<file path="config.mk">
export PLATFORM = sky130hd
export DESIGN_NAME = event_data_transfer_ctrl
export DESIGN_NICKNAME = d
export VERILOG_FILES = /design/src/etc_pkg.sv /design/src/etc_pick.sv /design/src/etc_step.sv /design/src/event_data_transfer_ctrl.sv
export SDC_FILE = /design/constraint.sdc
export NUM_CORES = 1
export LEC_CHECK = 0
export BUFFER_PORTS_ARGS = -buffer_cell sky130_fd_sc_hd__buf_4
export CAP_MARGIN = 40
export CORE_MARGIN = 2
export CORE_UTILIZATION = 55
export CTS_CLUSTER_DIAMETER = 50
export DETAILED_ROUTE_END_ITERATION = 8
export PLACE_DENSITY = 0.75
export SLEW_MARGIN = 5
export SYNTH_ARGS = -nofsm -noshare
export SYNTH_HDL_FRONTEND = slang
export SYNTH_SLANG_ARGS = --single-unit
</file>
<file path="constraint.sdc">
create_clock -name clock -period 39.8 [get_ports clock]
set_input_delay 5.97 -clock clock [delete_from_list [all_inputs] [get_ports clock]]
set_output_delay 5.97 -clock clock [all_outputs]
set_load 0.02 [all_outputs]
</file>
<file path="src/etc_pkg.sv">
// Purpose: shared constants and types of the event transfer controller
// Assumes: 32 activation sources, Avalon-MM word index for registers
// Notes:   descriptor is four 32-bit words, big-endian halves
package etc_pkg;
  // ----------------------------------------
  // register map (word index, byte = 4*index)
  // ----------------------------------------
  localparam logic [1:0]  REG_CSW   = 2'h0;
  localparam logic [1:0]  REG_BASE  = 2'h1;
  localparam logic [1:0]  REG_ENA   = 2'h2;
  localparam logic [1:0]  REG_STAT  = 2'h3;
  localparam int          CSW_ABORT = 10;
  localparam int          CSW_AERR  = 9;
  localparam int          CSW_SOFT  = 8;
  localparam logic [15:0] BASE_RST  = 16'h0000;
  localparam logic [31:0] ENA_RST   = 32'h0000_0000;
  // ----------------------------------------
  // memory layout
  // ----------------------------------------
  localparam int          NSRC      = 32;
  localparam logic [15:0] VEC_BASE  = 16'h0400;
  localparam logic [31:0] DESC_SIZE = 32'h0000_0010;
  localparam logic [1:0]  SZ_HALF   = 2'h1;
  localparam logic [1:0]  SZ_WORD   = 2'h2;
  localparam logic [16:0] BLK_FULL  = 17'h1_0000;

  typedef enum logic [1:0] {
    XFER_NORMAL = 2'b00,
    XFER_REPEAT = 2'b01,
    XFER_BLOCK  = 2'b10,
    XFER_BAD    = 2'b11
  } xfer_mode_e;

  // mode word, msb first
  typedef struct packed {
    logic [1:0] src_step;
    logic [1:0] dst_step;
    xfer_mode_e md;
    logic [1:0] unit_size;
    logic       area_side_select;
    logic       chain_enable;
    logic       per_transfer_irq_select;
    logic       abort_continue;
    logic [3:0] unused;
  } mode_word_s;

  typedef struct packed {
    logic        req;
    logic        we;
    logic [1:0]  size;
    logic [31:0] addr;
    logic [31:0] wdata;
  } mem_req_s;
endpackage : etc_pkg

</file>
<file path="src/etc_pick.sv">
// Purpose: fixed priority pick of pending activation sources
// Assumes: index 0 is the lowest vector address
// Notes:   purely combinational
`timescale 1ns/100ps
`default_nettype none
module etc_pick
  import etc_pkg::*;
(
  input  wire logic [NSRC-1:0] pending,
  output logic                 found,
  output logic [4:0]           idx
);
  always_comb
  begin
    found = 1'b0;
    idx   = 5'h00;
    // scan downward so the lowest index wins
    for (int i = NSRC - 1; i >= 0; i--)
    begin
      if (pending[i])
      begin
        found = 1'b1;
        idx   = 5'(i);
      end
    end
  end
endmodule : etc_pick
`default_nettype wire

</file>
<file path="src/etc_step.sv">
// Purpose: pointer step after one unit
// Assumes: step code 0x holds, 10 adds, 11 subtracts
// Notes:   size 11 treated as longword
`timescale 1ns/100ps
`default_nettype none
module etc_step
  import etc_pkg::*;
(
  input  wire logic [31:0] ptr,
  input  wire logic [1:0]  step,
  input  wire logic [1:0]  unit_size,
  output logic [31:0]      next
);
  logic [31:0] amount;
  always_comb
  begin
    amount = (unit_size == 2'h0) ? 32'h1 : (unit_size == 2'h1) ? 32'h2 : 32'h4;
    unique case (step)
      2'b10:   next = ptr + amount;
      2'b11:   next = ptr - amount;
      default: next = ptr;
    endcase
  end
endmodule : etc_step
`default_nettype wire

</file>
<file path="src/event_data_transfer_ctrl.sv">
// Purpose: interrupt or software started descriptor transfer controller
// Assumes: mem port holds request until mem_ack; Avalon word addressing
// Notes:   hardware sources always outrank the software start
// How it works
// - abort/address-error cleared by zero after read-one
// - soft start: one anytime, zero after read-one
// - base register gives upper address half
// - start by interrupt or software; enable routes
// - at end clear source flag or enable
// - activation ignores CPU mask and priorities
// - simultaneous sources served lowest vector first
// - descriptor address is base plus vector entry
// - descriptor layout differs per transfer mode
// - each source owns two-byte vector entry
// - software vector read at 0x400 plus select
// - read vector first, then descriptor words
// - write back descriptor; pointers step independently
// - normal: one unit, count minus one
// - repeat: reload count byte and repeat pointer
// - repeat never ends count, no end interrupt
// - block: restore block-side pointer, length kept
// - block count per block, interrupt at end
// - chain enable reads next consecutive descriptor
// - chained descriptor raises nothing, flag untouched
// - mode field 00 normal, 01 repeat, 10 block
// - step by 1, 2 or 4; 0x holds
// - per-transfer select interrupts after every transfer
// - address error or abort blocks all starts
//
// Local design decisions: the Avalon-MM register port and the placing of the registers.
`timescale 1ns/100ps
`default_nettype none
module event_data_transfer_ctrl
  import etc_pkg::*;
(
  input  wire logic            clock,
  input  wire logic            rst,
  input  wire logic [1:0]      avs_address,
  input  wire logic            avs_read,
  input  wire logic            avs_write,
  input  wire logic [31:0]     avs_writedata,
  input  wire logic [3:0]      avs_byteenable,
  output logic [31:0]          avs_readdata,
  output logic                 avs_waitrequest,
  input  wire logic [NSRC-1:0] irq_req,
  input  wire logic            abort_event,
  output logic [NSRC-1:0]      irq_to_cpu,
  output logic                 src_flag_clear,
  output logic [4:0]           src_flag_idx,
  output logic                 soft_end_irq,
  output mem_req_s             mem,
  input  wire logic [31:0]     mem_rdata,
  input  wire logic            mem_ack
);
  typedef enum {ST_IDLE, ST_VEC, ST_DESC, ST_DRD, ST_DWR, ST_WB, ST_FIN} state_e;

  state_e          st_q;
  logic            ack_q, abort_q, aerr_q, soft_q;
  logic            seen_abort_q, seen_aerr_q, seen_soft_q;
  logic [7:0]      soft_vector_select_q;
  logic [15:0]     base_q;
  logic [NSRC-1:0] ena_q;
  logic [31:0]     avs_readdata_q;
  logic [31:0]     desc_q, rpt_q, src_q, dst_q, src_init_q, dst_init_q, data_q;
  mode_word_s      mode_q;
  logic [15:0]     count_q;
  logic [16:0]     blk_left_q;
  logic [1:0]      widx_q;
  logic [4:0]      idx_q;
  logic            sw_q, end_q, soft_done_q;
  logic            found;
  logic [4:0]      pick_idx;
  logic [31:0]     src_next, dst_next;
  logic            bus_wr, bus_rd, go_ok, finish, raise;

  // ----------------------------------------
  // register bus
  // ----------------------------------------
  // one wait cycle keeps read data registered
  assign avs_waitrequest = (avs_read | avs_write) & ~ack_q;
  assign avs_readdata    = avs_readdata_q;
  assign bus_wr          = avs_write & ack_q;
  assign bus_rd          = avs_read & ack_q;

  always_ff @(posedge clock or posedge rst)
    if (rst)
      ack_q <= 1'b0;
    else
      ack_q <= (avs_read | avs_write) & ~ack_q;

  always_ff @(posedge clock or posedge rst)
    if (rst)
      avs_readdata_q <= 32'h0;
    else if (avs_read & ~ack_q)
      unique case (avs_address)
        REG_CSW:  avs_readdata_q <= {21'h0, abort_q, aerr_q, soft_q, soft_vector_select_q};
        REG_BASE: avs_readdata_q <= {16'h0, base_q};
        REG_ENA:  avs_readdata_q <= ena_q;
        REG_STAT: avs_readdata_q <= {26'h0, idx_q, st_q != ST_IDLE};
      endcase

  // read-one arming for the clear-by-zero bits
  always_ff @(posedge clock or posedge rst)
    if (rst)
    begin
      seen_abort_q <= 1'b0;
      seen_aerr_q  <= 1'b0;
      seen_soft_q  <= 1'b0;
    end
    else if (bus_rd && avs_address == REG_CSW)
    begin
      seen_abort_q <= abort_q;
      seen_aerr_q  <= aerr_q;
      seen_soft_q  <= soft_q;
    end

  // hardware set wins over a clearing write
  always_ff @(posedge clock or posedge rst)
    if (rst)
      abort_q <= 1'b0;
    else if (abort_event)
      abort_q <= 1'b1;
    else if (bus_wr && avs_address == REG_CSW && !avs_writedata[CSW_ABORT] && seen_abort_q)
      abort_q <= 1'b0;

  always_ff @(posedge clock or posedge rst)
    if (rst)
      aerr_q <= 1'b0;
    else if (st_q == ST_VEC && mem_ack && mem_rdata[1:0] != 2'b00)
      aerr_q <= 1'b1;
    else if (bus_wr && avs_address == REG_CSW && !avs_writedata[CSW_AERR] && seen_aerr_q)
      aerr_q <= 1'b0;

  always_ff @(posedge clock or posedge rst)
    if (rst)
      soft_q <= 1'b0;
    else if (bus_wr && avs_address == REG_CSW && avs_writedata[CSW_SOFT])
      soft_q <= 1'b1;
    else if (bus_wr && avs_address == REG_CSW && seen_soft_q)
      soft_q <= 1'b0;
    else if (finish && sw_q && !mode_q.chain_enable && !raise)
      soft_q <= 1'b0;

  // a served start that raises soft_end_irq keeps the bit set; without this it would restart forever
  always_ff @(posedge clock or posedge rst)
    if (rst)
      soft_done_q <= 1'b0;
    else if (finish && sw_q && !mode_q.chain_enable && raise)
      soft_done_q <= 1'b1;
    else if (!soft_q)
      soft_done_q <= 1'b0;

  // vector select frozen while a software start is armed
  always_ff @(posedge clock or posedge rst)
    if (rst)
      soft_vector_select_q <= 8'h00;
    else if (bus_wr && avs_address == REG_CSW && !soft_q)
      soft_vector_select_q <= avs_writedata[7:0];

  // a byte write is ignored; software must enable both low byte lanes
  always_ff @(posedge clock or posedge rst)
    if (rst)
      base_q <= BASE_RST;
    else if (bus_wr && avs_address == REG_BASE && avs_byteenable[1:0] == 2'b11)
      base_q <= avs_writedata[15:0];

  always_ff @(posedge clock or posedge rst)
    if (rst)
      ena_q <= ENA_RST;
    else if (bus_wr && avs_address == REG_ENA)
      ena_q <= avs_writedata;
    else if (finish && !sw_q && !mode_q.chain_enable && raise)
      ena_q[idx_q] <= 1'b0;

  // ----------------------------------------
  // activation
  // ----------------------------------------
  // enabled sources bypass the CPU entirely, mask level not consulted
  assign irq_to_cpu = irq_req & ~ena_q;
  assign go_ok      = !abort_q && !aerr_q;

  etc_pick u_pick (
    .pending (irq_req & ena_q),
    .found   (found),
    .idx     (pick_idx)
  );

  etc_step u_src_step (
    .ptr       (src_q),
    .step      (mode_q.src_step),
    .unit_size (mode_q.unit_size),
    .next      (src_next)
  );

  etc_step u_dst_step (
    .ptr       (dst_q),
    .step      (mode_q.dst_step),
    .unit_size (mode_q.unit_size),
    .next      (dst_next)
  );

  assign finish = (st_q == ST_FIN);
  assign raise  = mode_q.per_transfer_irq_select | end_q;

  // ----------------------------------------
  // sequencer
  // ----------------------------------------
  always_ff @(posedge clock or posedge rst)
    if (rst)
    begin
      st_q   <= ST_IDLE;
      widx_q <= 2'h0;
      idx_q  <= 5'h00;
      sw_q   <= 1'b0;
      desc_q <= 32'h0;
    end
    else
      unique case (st_q)
        ST_IDLE:
          if (go_ok && found)
          begin
            st_q  <= ST_VEC;
            idx_q <= pick_idx;
            sw_q  <= 1'b0;
          end
          else if (go_ok && soft_q && !soft_done_q)
          begin
            st_q <= ST_VEC;
            sw_q <= 1'b1;
          end
        ST_VEC:
          if (mem_ack)
          begin
            desc_q <= {base_q, mem_rdata[15:0]};
            widx_q <= 2'h0;
            st_q   <= (mem_rdata[1:0] != 2'b00) ? ST_IDLE : ST_DESC;
          end
        ST_DESC:
          if (mem_ack)
          begin
            widx_q <= widx_q + 2'h1;
            if (widx_q == 2'h3)
              st_q <= ST_DRD;
          end
        ST_DRD:
          if (mem_ack)
            st_q <= ST_DWR;
        ST_DWR:
          if (mem_ack)
          begin
            widx_q <= 2'h0;
            st_q   <= (mode_q.md == XFER_BLOCK && blk_left_q != 17'h1) ? ST_DRD : ST_WB;
          end
        ST_WB:
          if (mem_ack)
          begin
            // word 1 (gap, repeat pointer, block length) is never written
            widx_q <= (widx_q == 2'h0) ? 2'h2 : 2'h3;
            if (widx_q == 2'h3)
              st_q <= ST_FIN;
          end
        ST_FIN:
          if (mode_q.chain_enable)
          begin
            desc_q <= desc_q + DESC_SIZE;
            widx_q <= 2'h0;
            st_q   <= ST_DESC;
          end
          else
            st_q <= ST_IDLE;
      endcase

  // ----------------------------------------
  // descriptor and data path
  // ----------------------------------------
  always_ff @(posedge clock or posedge rst)
    if (rst)
    begin
      mode_q     <= '0;
      count_q    <= 16'h0;
      rpt_q      <= 32'h0;
      src_q      <= 32'h0;
      dst_q      <= 32'h0;
      src_init_q <= 32'h0;
      dst_init_q <= 32'h0;
      data_q     <= 32'h0;
      blk_left_q <= 17'h0;
      end_q      <= 1'b0;
    end
    else if (mem_ack)
      unique case (st_q)
        ST_DESC:
          unique case (widx_q)
            2'h0:
            begin
              mode_q  <= mode_word_s'(mem_rdata[31:16]);
              count_q <= mem_rdata[15:0];
            end
            2'h1:
            begin
              rpt_q      <= mem_rdata;
              blk_left_q <= (mem_rdata[15:0] == 16'h0) ? BLK_FULL : {1'b0, mem_rdata[15:0]};
            end
            2'h2:
            begin
              src_q      <= mem_rdata;
              src_init_q <= mem_rdata;
            end
            2'h3:
            begin
              dst_q      <= mem_rdata;
              dst_init_q <= mem_rdata;
            end
          endcase
        ST_DRD:
          data_q <= mem_rdata;
        ST_DWR:
        begin
          src_q      <= src_next;
          dst_q      <= dst_next;
          blk_left_q <= blk_left_q - 17'h1;
          end_q      <= (mode_q.md != XFER_REPEAT) && count_q == 16'h1;
          if (mode_q.md == XFER_REPEAT)
          begin
            if (count_q[7:0] == 8'h01)
            begin
              count_q[7:0] <= count_q[15:8];
              if (mode_q.area_side_select)
                src_q <= rpt_q;
              else
                dst_q <= rpt_q;
            end
            else
              count_q[7:0] <= count_q[7:0] - 8'h01;
          end
          else if (mode_q.md == XFER_BLOCK)
          begin
            if (blk_left_q == 17'h1)
            begin
              count_q <= count_q - 16'h1;
              if (mode_q.area_side_select)
                src_q <= src_init_q;
              else
                dst_q <= dst_init_q;
            end
          end
          else
            count_q <= count_q - 16'h1;
        end
        default:
          data_q <= data_q;
      endcase

  // ----------------------------------------
  // memory request
  // ----------------------------------------
  always_comb
  begin
    mem = '0;
    unique case (st_q)
      ST_VEC:
      begin
        mem.req  = 1'b1;
        mem.size = SZ_HALF;
        // each source owns a two-byte entry upward from the table base
        mem.addr = {16'h0, VEC_BASE + (sw_q ? {8'h0, soft_vector_select_q} : {10'h0, idx_q, 1'b0})};
      end
      ST_DESC:
      begin
        mem.req  = 1'b1;
        mem.size = SZ_WORD;
        mem.addr = desc_q + {28'h0, widx_q, 2'b00};
      end
      ST_DRD:
      begin
        mem.req  = 1'b1;
        mem.size = mode_q.unit_size;
        mem.addr = src_q;
      end
      ST_DWR:
      begin
        mem.req   = 1'b1;
        mem.we    = 1'b1;
        mem.size  = mode_q.unit_size;
        mem.addr  = dst_q;
        mem.wdata = data_q;
      end
      ST_WB:
      begin
        mem.req   = 1'b1;
        mem.we    = 1'b1;
        mem.size  = SZ_WORD;
        mem.addr  = desc_q + {28'h0, widx_q, 2'b00};
        mem.wdata = (widx_q == 2'h0) ? {mode_q, count_q} : (widx_q == 2'h2) ? src_q : dst_q;
      end
      default:
        mem = '0;
    endcase
  end

  // ----------------------------------------
  // completion
  // ----------------------------------------
  assign src_flag_clear = finish && !sw_q && !mode_q.chain_enable && !raise;
  assign src_flag_idx   = idx_q;
  assign soft_end_irq   = finish && sw_q && !mode_q.chain_enable && raise;
endmodule : event_data_transfer_ctrl
`default_nettype wire

</file>
==> impl_metrics.py, run 1 <==
metrics = {
    "outcome": {
        "outcome": "completed",
    },
    "die": {
        "fp.dieArea_um2": 48400,
        "start_util_pct": 55.4,
        "die_w_um": 220,
        "die-height_um": 220,
        "coreArea_um2": 46400,
        "boundaryPins": 248,
        "rows": 79,
    },
    "route": {
        "route.detailed.wl_per_inst_um": 25.1,
        "first_pass_iters": 6,
        "detail_route.drc_violations": 0,
        "vias": 26100,
        "routed_wirelength_um": 98200,
        "drt_first_iter_violations": 3162,
        "vias_per_cell": 6.68,
        "drt.antenna.violating_nets": 0,
    },
    "setup_path": {
        "timing.critical_path.from_type": "primary input",
        "path_max_fanout": 2,
        "kind_of_capture_point_of_the_worst_setup_path": "primary output",
        "cp.required_ps": 33830,
        "path_type_of_the_worst_setup_path": "in -> out",
        "cp_data_arrival_time_ps": 6400,
    },
    "job": {
        "max_cap_violations": 0,
    },
    "global_route": {
        "grt_start_max_net_pins": 119,
        "grt_util_all_layers_pct": 40.5,
        "grt_first_pass_wirelength_um": 149000,
        "overflow": 0,
        "number_of_global_route_vias_before_repair": 25000,
        "antenna_found_initial": 3,
    },
    "power_and_ir_drop": {
        "switchingPower_w": 0.00123,
        "power_dens_cells_nw_per_um2": 86.4,
        "pwr-share-clk_pct": 17.3,
        "power_report.internal_total_w": 0.00134,
        "seqPwrFrac_pct": 29.9,
        "switching_part_of_the_total_power_pct": 47.8,
        "vdd_drop_max_mv": 0.0544,
        "power.share.combinational_pct": 52.8,
        "p_leak_nw": 13.3,
        "total_power_w": 0.00257,
    },
    "synth": {
        "netlist_area_um2": 25700,
        "synthArstFlopShare_pct": 100,
        "synth_warnings": 0,
        "postSynthRegisterBits": 381,
        "synthesis.area_per_instance_um2": 8.23,
        "share_of_synthesized_cell_area_in_and_or_nand_and_nor_gates_pct": 20.8,
        "compound_gate_portion_of_the_synthesized_area_pct": 22.3,
        "yosysSeqAreaShare_pct": 37.1,
        "synth-xor-area-share_pct": 2.49,
        "synth_edf_count": 0,
        "synth_cell_types": 93,
        "synth_flop_cell": "sky130_fd_sc_hd__dfrtp_1",
        "syn-instance-count": 3121,
        "muxShareOfSynthArea_pct": 9.94,
        "dominant_combinational_cell_family_by_area_after_synthesis": "compound AO/OA/AOI/OAI gates",
        "synth_nets": 3305,
        "synth_adder_area_share_pct": 3.79,
    },
    "clocking": {
        "cts_buffer_count": 47,
        "clock_insertion_delay_worst_skew_ps": 600,
        "tritoncts": "yes",
        "ctsRootBufferMaster": "sky130_fd_sc_hd__clkbuf_16",
        "cts_setup_buffers": 0,
        "post_cts_hold_buffers": 0,
        "post_cts_resized": 0,
        "cts_max_level": 2,
        "cts_num_sinks": 381,
        "cts.clk_slew.worst_paths_ps": 60,
        "cts_max_path_buffers": 3,
    },
    "worst_hold_path": {
        "hold_class": "reg -> reg",
    },
    "sta": {
        "post-route-period-util_pct": 31.1,
        "pins_over_slew_limit": 0,
        "setup_viol": 0,
        "grt_setup_unrepaired": "false",
        "max_slew_margin_pct": 38.4,
        "final.setup.tns_ps": 0,
        "fin_skew_ps": 26.9,
        "timing.final.crit_period_ps": 12370,
        "tightestPinTransition_ps": 923,
        "final_hold_viol_count": 0,
        "timing.fmax_ghz": 0.0808,
    },
    "cells_and_area": {
        "fraction_of_layout_instances_using_a_drive_strength_above_1_pct": 17.3,
        "flow.area_growth_from_synthesis_pct": 15.7,
        "nNetsFinal": 3458,
    },
    "place": {
        "buffer_ports.inserted": 245,
        "place_hpwl_um": 69200,
        "finalWeightedCongestion": 0.966,
    },
}
## through the flow
stage | worst slack (ps) | instance area, um^2 | hold WS (ps) | util, % | std cells
2_1_floorplan | 23240 | 25700 | 440 | - | 3121
3_3_place_gp | 27430 | 27900 | 453 | 60.1 | 3819
3_5_place_dp | 27430 | 28100 | 458 | 60.6 | 3831
4_1_cts | 27430 | 29700 | 472 | 64.0 | 3911
5_1_grt | 27400 | 29700 | 486 | 64.1 | 3912
6_report | 27430 | 29700 | 471 | 64.1 | 3913
## cells in the final DEF (no fill, tap or decap), types with 25 or more instances in the layout
cell type,instances
sky130_fd_sc_hd__a22o_1,25
sky130_fd_sc_hd__nor3_1,70
sky130_fd_sc_hd__nand2_1,543
sky130_fd_sc_hd__ha_1,71
sky130_fd_sc_hd__a21oi_1,209
sky130_fd_sc_hd__a31oi_1,31
sky130_fd_sc_hd__a22oi_1,52
sky130_fd_sc_hd__inv_1,37
sky130_fd_sc_hd__buf_4,290
sky130_fd_sc_hd__nor2_1,317
sky130_fd_sc_hd__mux2_2,123
sky130_fd_sc_hd__nand3_1,64
sky130_fd_sc_hd__mux2i_1,103
sky130_fd_sc_hd__clkbuf_16,47
sky130_fd_sc_hd__a21o_1,38
sky130_fd_sc_hd__xnor2_1,37
sky130_fd_sc_hd__a211oi_1,40
sky130_fd_sc_hd__xor2_1,36
sky130_fd_sc_hd__nor2b_1,58
sky130_fd_sc_hd__dfrtp_1,380
sky130_fd_sc_hd__o21ai_0,335
sky130_fd_sc_hd__o211ai_1,26
## state kept, by name, summed over array words and instances (netlist names), 2 cells and up
register	cells
dst_init_q	32
src_flag_idx	5
dst_q	32
src_init_q	32
ena_q	32
mode_q	16
avs_readdata	32
soft_vector_select_q	8
data_q	32
count_q	16
src_q	32
desc_q	32
widx_q	2
blk_left_q	17
st_q	3
rpt_q	32
base_q	16
## cell usage after synthesis, types with 13 or more instances
cell / number / area (um^2)
sky130_fd_sc_hd__dfrtp_1: 381 / 9530
sky130_fd_sc_hd__and3_1: 17 / 106
sky130_fd_sc_hd__a31oi_1: 31 / 194
sky130_fd_sc_hd__xnor2_1: 37 / 324
sky130_fd_sc_hd__mux2i_1: 103 / 1030
sky130_fd_sc_hd__o22ai_1: 20 / 125
sky130_fd_sc_hd__nand2b_1: 15 / 93.8
sky130_fd_sc_hd__nand2_1: 544 / 2040
sky130_fd_sc_hd__nor3_1: 70 / 350
sky130_fd_sc_hd__buf_1: 25 / 93.8
sky130_fd_sc_hd__mux2_2: 123 / 1390
sky130_fd_sc_hd__a22oi_1: 52 / 390
sky130_fd_sc_hd__xor2_1: 36 / 315
sky130_fd_sc_hd__a21o_1: 38 / 285
sky130_fd_sc_hd__or3_1: 16 / 100
sky130_fd_sc_hd__a21oi_1: 209 / 1050
sky130_fd_sc_hd__o31ai_1: 20 / 150
sky130_fd_sc_hd__nand4_1: 17 / 106
sky130_fd_sc_hd__clkbuf_1: 155 / 582
sky130_fd_sc_hd__o211ai_1: 26 / 195
sky130_fd_sc_hd__a22o_1: 25 / 219
sky130_fd_sc_hd__nor2b_1: 60 / 375
sky130_fd_sc_hd__a211oi_1: 40 / 300
sky130_fd_sc_hd__nor2_1: 323 / 1210
sky130_fd_sc_hd__ha_1: 73 / 913
sky130_fd_sc_hd__o21ai_0: 335 / 1680
sky130_fd_sc_hd__inv_1: 38 / 143
sky130_fd_sc_hd__buf_2: 13 / 65.1
sky130_fd_sc_hd__nand3_1: 64 / 320
## cells by family (layout without fill, tap and decap cells)
group | after synthesis | count (layout)
compound gates | 921 | 921
mux | 232 | 232
xor+xnor | 73 | 73
other cells | 0 | 1
simple gates | 1201 | 1201
flops | 381 | 381
buf+inv | 237 | 421
fa+ha+maj | 76 | 76
## power groups by stage
stage | clock network (W) | logic (W) | registers (W)
floorplan | 0 | 0.000940 | 0.000672
global placement | 0 | 0.00127 | 0.000752
detailed placement | 0 | 0.00132 | 0.000758
CTS | 0.000443 | 0.00133 | 0.000753
global route | 0.000461 | 0.00147 | 0.000781
finish | 0.000443 | 0.00136 | 0.000767
## final timing paths
path | endpoint | slack (ps) | cells after the start | startpoint
min in group asynchronous | desc_q[26]$_DFFE_PP0P_ | 5260 | 2 | rst
max in group asynchronous | count_q[3]$_DFFE_PP0P_ | 32120 | 6 | rst
min | src_init_q[13]$_DFFE_PP0P_ | 470 | 2 | src_init_q[13]$_DFFE_PP0P_
max | avs_waitrequest | 27430 | 4 | avs_write
min reg2reg | src_init_q[13]$_DFFE_PP0P_ | 470 | 2 | src_init_q[13]$_DFFE_PP0P_
max reg2reg | dst_q[21]$_DFFE_PP0P_ | 35030 | 15 | mode_q[13]$_DFFE_PP0P_
## metal layers
metal,vias to the layer above,global-route usage [%],wire length [um]
met5,-,0,8
met4,2,24.9,6950
met3,375,7.63,9720
met2,1566,62.5,43800
met1,12700,52.8,37800
li1,11500,-,-
## final cells by class
class | count | area (um^2)
Tap cell | 607 | 759
Sequential cell | 381 | 9540
Antenna cell | 1 | 2.50
Clock buffer | 59 | 1320
Multi-Input combinational cell | 2503 | 15300
Clock inverter | 21 | 253
Timing Repair Buffer | 300 | 2390
Fill cell | 3983 | 16700
Inverter | 41 | 161
## worst max-delay path, cell delays in order
cell and delay, ps:
sky130_fd_sc_hd__buf_4 110, sky130_fd_sc_hd__nor2_1 100, sky130_fd_sc_hd__nor2_1 60, sky130_fd_sc_hd__buf_4 160
No activity file was read; power rests on OpenSTA's default activity.
==> run 2, diff against run 1 <==
- clock period: 39.8 -> 11.7 ns (I/O delays scaled with it)
==> impl_metrics.py, run 2 (synthesis results as in run 1) <==
metrics = {
    "cells_and_area": {
        "flow.area_growth_from_synthesis_pct": 16.1,
        "layout.cells.most_common_list": "543 x sky130_fd_sc_hd__nand2_1, 380 x sky130_fd_sc_hd__dfrtp_1, 335 x sky130_fd_sc_hd__o21ai_0",
        "final_cell_area_um2": 29800,
        "nNetsFinal": 3459,
        "fraction_of_layout_instances_using_a_drive_strength_above_1_pct": 17.4,
        "finish.cell_count_without_fillers": 3923,
        "postLayoutCoreUtil_pct": 64.3,
        "most_common_library_cell_in_the_layout_ignoring_fill_and_taps": "sky130_fd_sc_hd__nand2_1",
    },
    "setup_path": {
        "worst_path_max_delay_cell": "sky130_fd_sc_hd__dfrtp_1",
        "kind_of_capture_point_of_the_worst_setup_path": "primary output",
        "cp_cell_sequence": "ha_1 -> and3_1 -> nand2_1 -> nor4_2 -> nand3_1 -> or2_2 -> nor3_2 -> nand2_1 -> xor2_1 -> o21ai_0 -> buf_4",
        "timing.critical_path.from_type": "flip-flop",
        "cpMostUsedCell": "sky130_fd_sc_hd__nand2_1",
        "critPathMaxStageDelay_ps": 470,
        "cp.required_ps": 9950,
        "path_max_fanout": 7,
        "cp_data_arrival_time_ps": 3720,
        "path_type_of_the_worst_setup_path": "reg -> out",
    },
    "power_and_ir_drop": {
        "vdd_drop_max_mv": 0.199,
        "total_power_w": 0.00882,
        "seqPwrFrac_pct": 29.6,
        "power_dens_cells_nw_per_um2": 296,
        "power_report.internal_total_w": 0.00464,
        "switching_part_of_the_total_power_pct": 47.5,
        "p_leak_nw": 13.4,
        "pwr-share-clk_pct": 18.4,
        "power.share.combinational_pct": 52.0,
        "switchingPower_w": 0.00419,
    },
    "clocking": {
        "tritoncts": "yes",
        "clock_insertion_delay_worst_skew_ps": 620,
        "cts.clk_slew.worst_paths_ps": 60,
        "cts_max_level": 2,
        "cts_setup_buffers": 0,
        "cts_max_path_buffers": 3,
        "ctsRootBufferMaster": "sky130_fd_sc_hd__clkbuf_16",
        "cts_num_sinks": 381,
        "post_cts_hold_buffers": 0,
        "cts_buffer_count": 49,
        "post_cts_resized": 0,
    },
    "route": {
        "first_pass_iters": 6,
        "drt.antenna.violating_nets": 0,
        "vias_per_cell": 6.61,
        "vias": 25900,
        "drt_first_iter_violations": 2720,
        "routed_wirelength_um": 97200,
        "detail_route.drc_violations": 0,
        "route.detailed.wl_per_inst_um": 24.8,
    },
    "global_route": {
        "overflow": 0,
        "grt_util_all_layers_pct": 39.7,
        "grt_first_pass_wirelength_um": 146000,
        "antenna_found_initial": 2,
        "grt_start_max_net_pins": 176,
        "number_of_global_route_vias_before_repair": 24400,
    },
    "die": {
        "die-height_um": 220,
        "coreArea_um2": 46400,
        "start_util_pct": 55.4,
        "die_w_um": 220,
        "boundaryPins": 248,
        "rows": 79,
        "fp.dieArea_um2": 48400,
    },
    "place": {
        "postPlaceCellArea_um2": 28100,
        "finalWeightedCongestion": 0.964,
        "placed_cells": 3831,
        "buffer_ports.inserted": 245,
        "place_hpwl_um": 69100,
    },
    "sta": {
        "timing.fmax_ghz": 0.183,
        "tightestPinTransition_ps": 1040,
        "final_hold_viol_count": 0,
        "max_slew_margin_pct": 30.8,
        "pins_over_slew_limit": 0,
        "final.setup.tns_ps": 0,
        "post-route-period-util_pct": 46.8,
        "grt_setup_unrepaired": "false",
        "setup_viol": 0,
        "fin_skew_ps": 36.4,
        "timing.final.crit_period_ps": 5480,
    },
    "job": {
        "max_cap_violations": 0,
    },
    "outcome": {
        "outcome": "completed",
    },
    "worst_hold_path": {
        "hold_class": "reg -> reg",
    },
}
[run 2: worst paths after layout]
kind,start,endpoint,slack [ps],cells past startpoint
min in group asynchronous,rst,desc_q[29]$_DFFE_PP0P_,1120,2
hold / removal,src_init_q[11]$_DFFE_PP0P_,src_init_q[11]$_DFFE_PP0P_,470,2
setup reg to reg,mode_q[13]$_DFFE_PP0P_,dst_q[28]$_DFFE_PP0P_,6880,15
setup / recovery,desc_q[4]$_DFFE_PP0P_,mem[60],6220,11
max in group asynchronous,rst,widx_q[0]$_DFFE_PP0P_,8980,5
hold reg to reg,src_init_q[11]$_DFFE_PP0P_,src_init_q[11]$_DFFE_PP0P_,470,2
[run 2: through the flow]
step	setup WS, ps	hold WS [ps]
after floorplan	4820	440
after global placement	6860	455
after detailed placement	6850	457
after CTS	6220	472
after global routing	5950	495
final	6220	471
[run 2: layout make-up]
cell class	instances	area (um^2)
sequential	381	9540
multi-input combinational	2503	15300
timing repair buffer	299	2370
fill	3929	16500
tap	607	759
inverter	41	158
antenna	2	5.00
clock inverter	29	352
clock buffer	61	1360
[run 2: power groups by stage]
stage	Sequential (W)	Combinational, W	Clock, W
2_1_floorplan	0.00229	0.00320	0
3_3_place_gp	0.00256	0.00433	0
3_5_place_dp	0.00258	0.00449	0
4_1_cts	0.00257	0.00452	0.00163
5_1_grt	0.00266	0.00497	0.00168
6_report	0.00261	0.00459	0.00162
[run 2: critical path, delay by kind of cell, from the launching register on]
| family | cells | cell delay, ps |
|---|---|---|
| XOR/XNOR | 1 | 180 |
| buffers and inverters | 1 | 200 |
| flip-flops | 1 | 470 |
| AO/OA/AOI/OAI | 1 | 250 |
| AND/OR/NAND/NOR | 7 | 1800 |
| adder cells (fa/ha/maj) | 1 | 250 |
[run 2: routing by layer]
| layer | share of wire, % | global-route usage (%) |
|---|---|---|
| met5 | 0 | 0 |
| met4 | 6.3 | 22.3 |
| met3 | 9.8 | 7.58 |
| met2 | 45 | 62.3 |
| met1 | 39 | 51.7 |
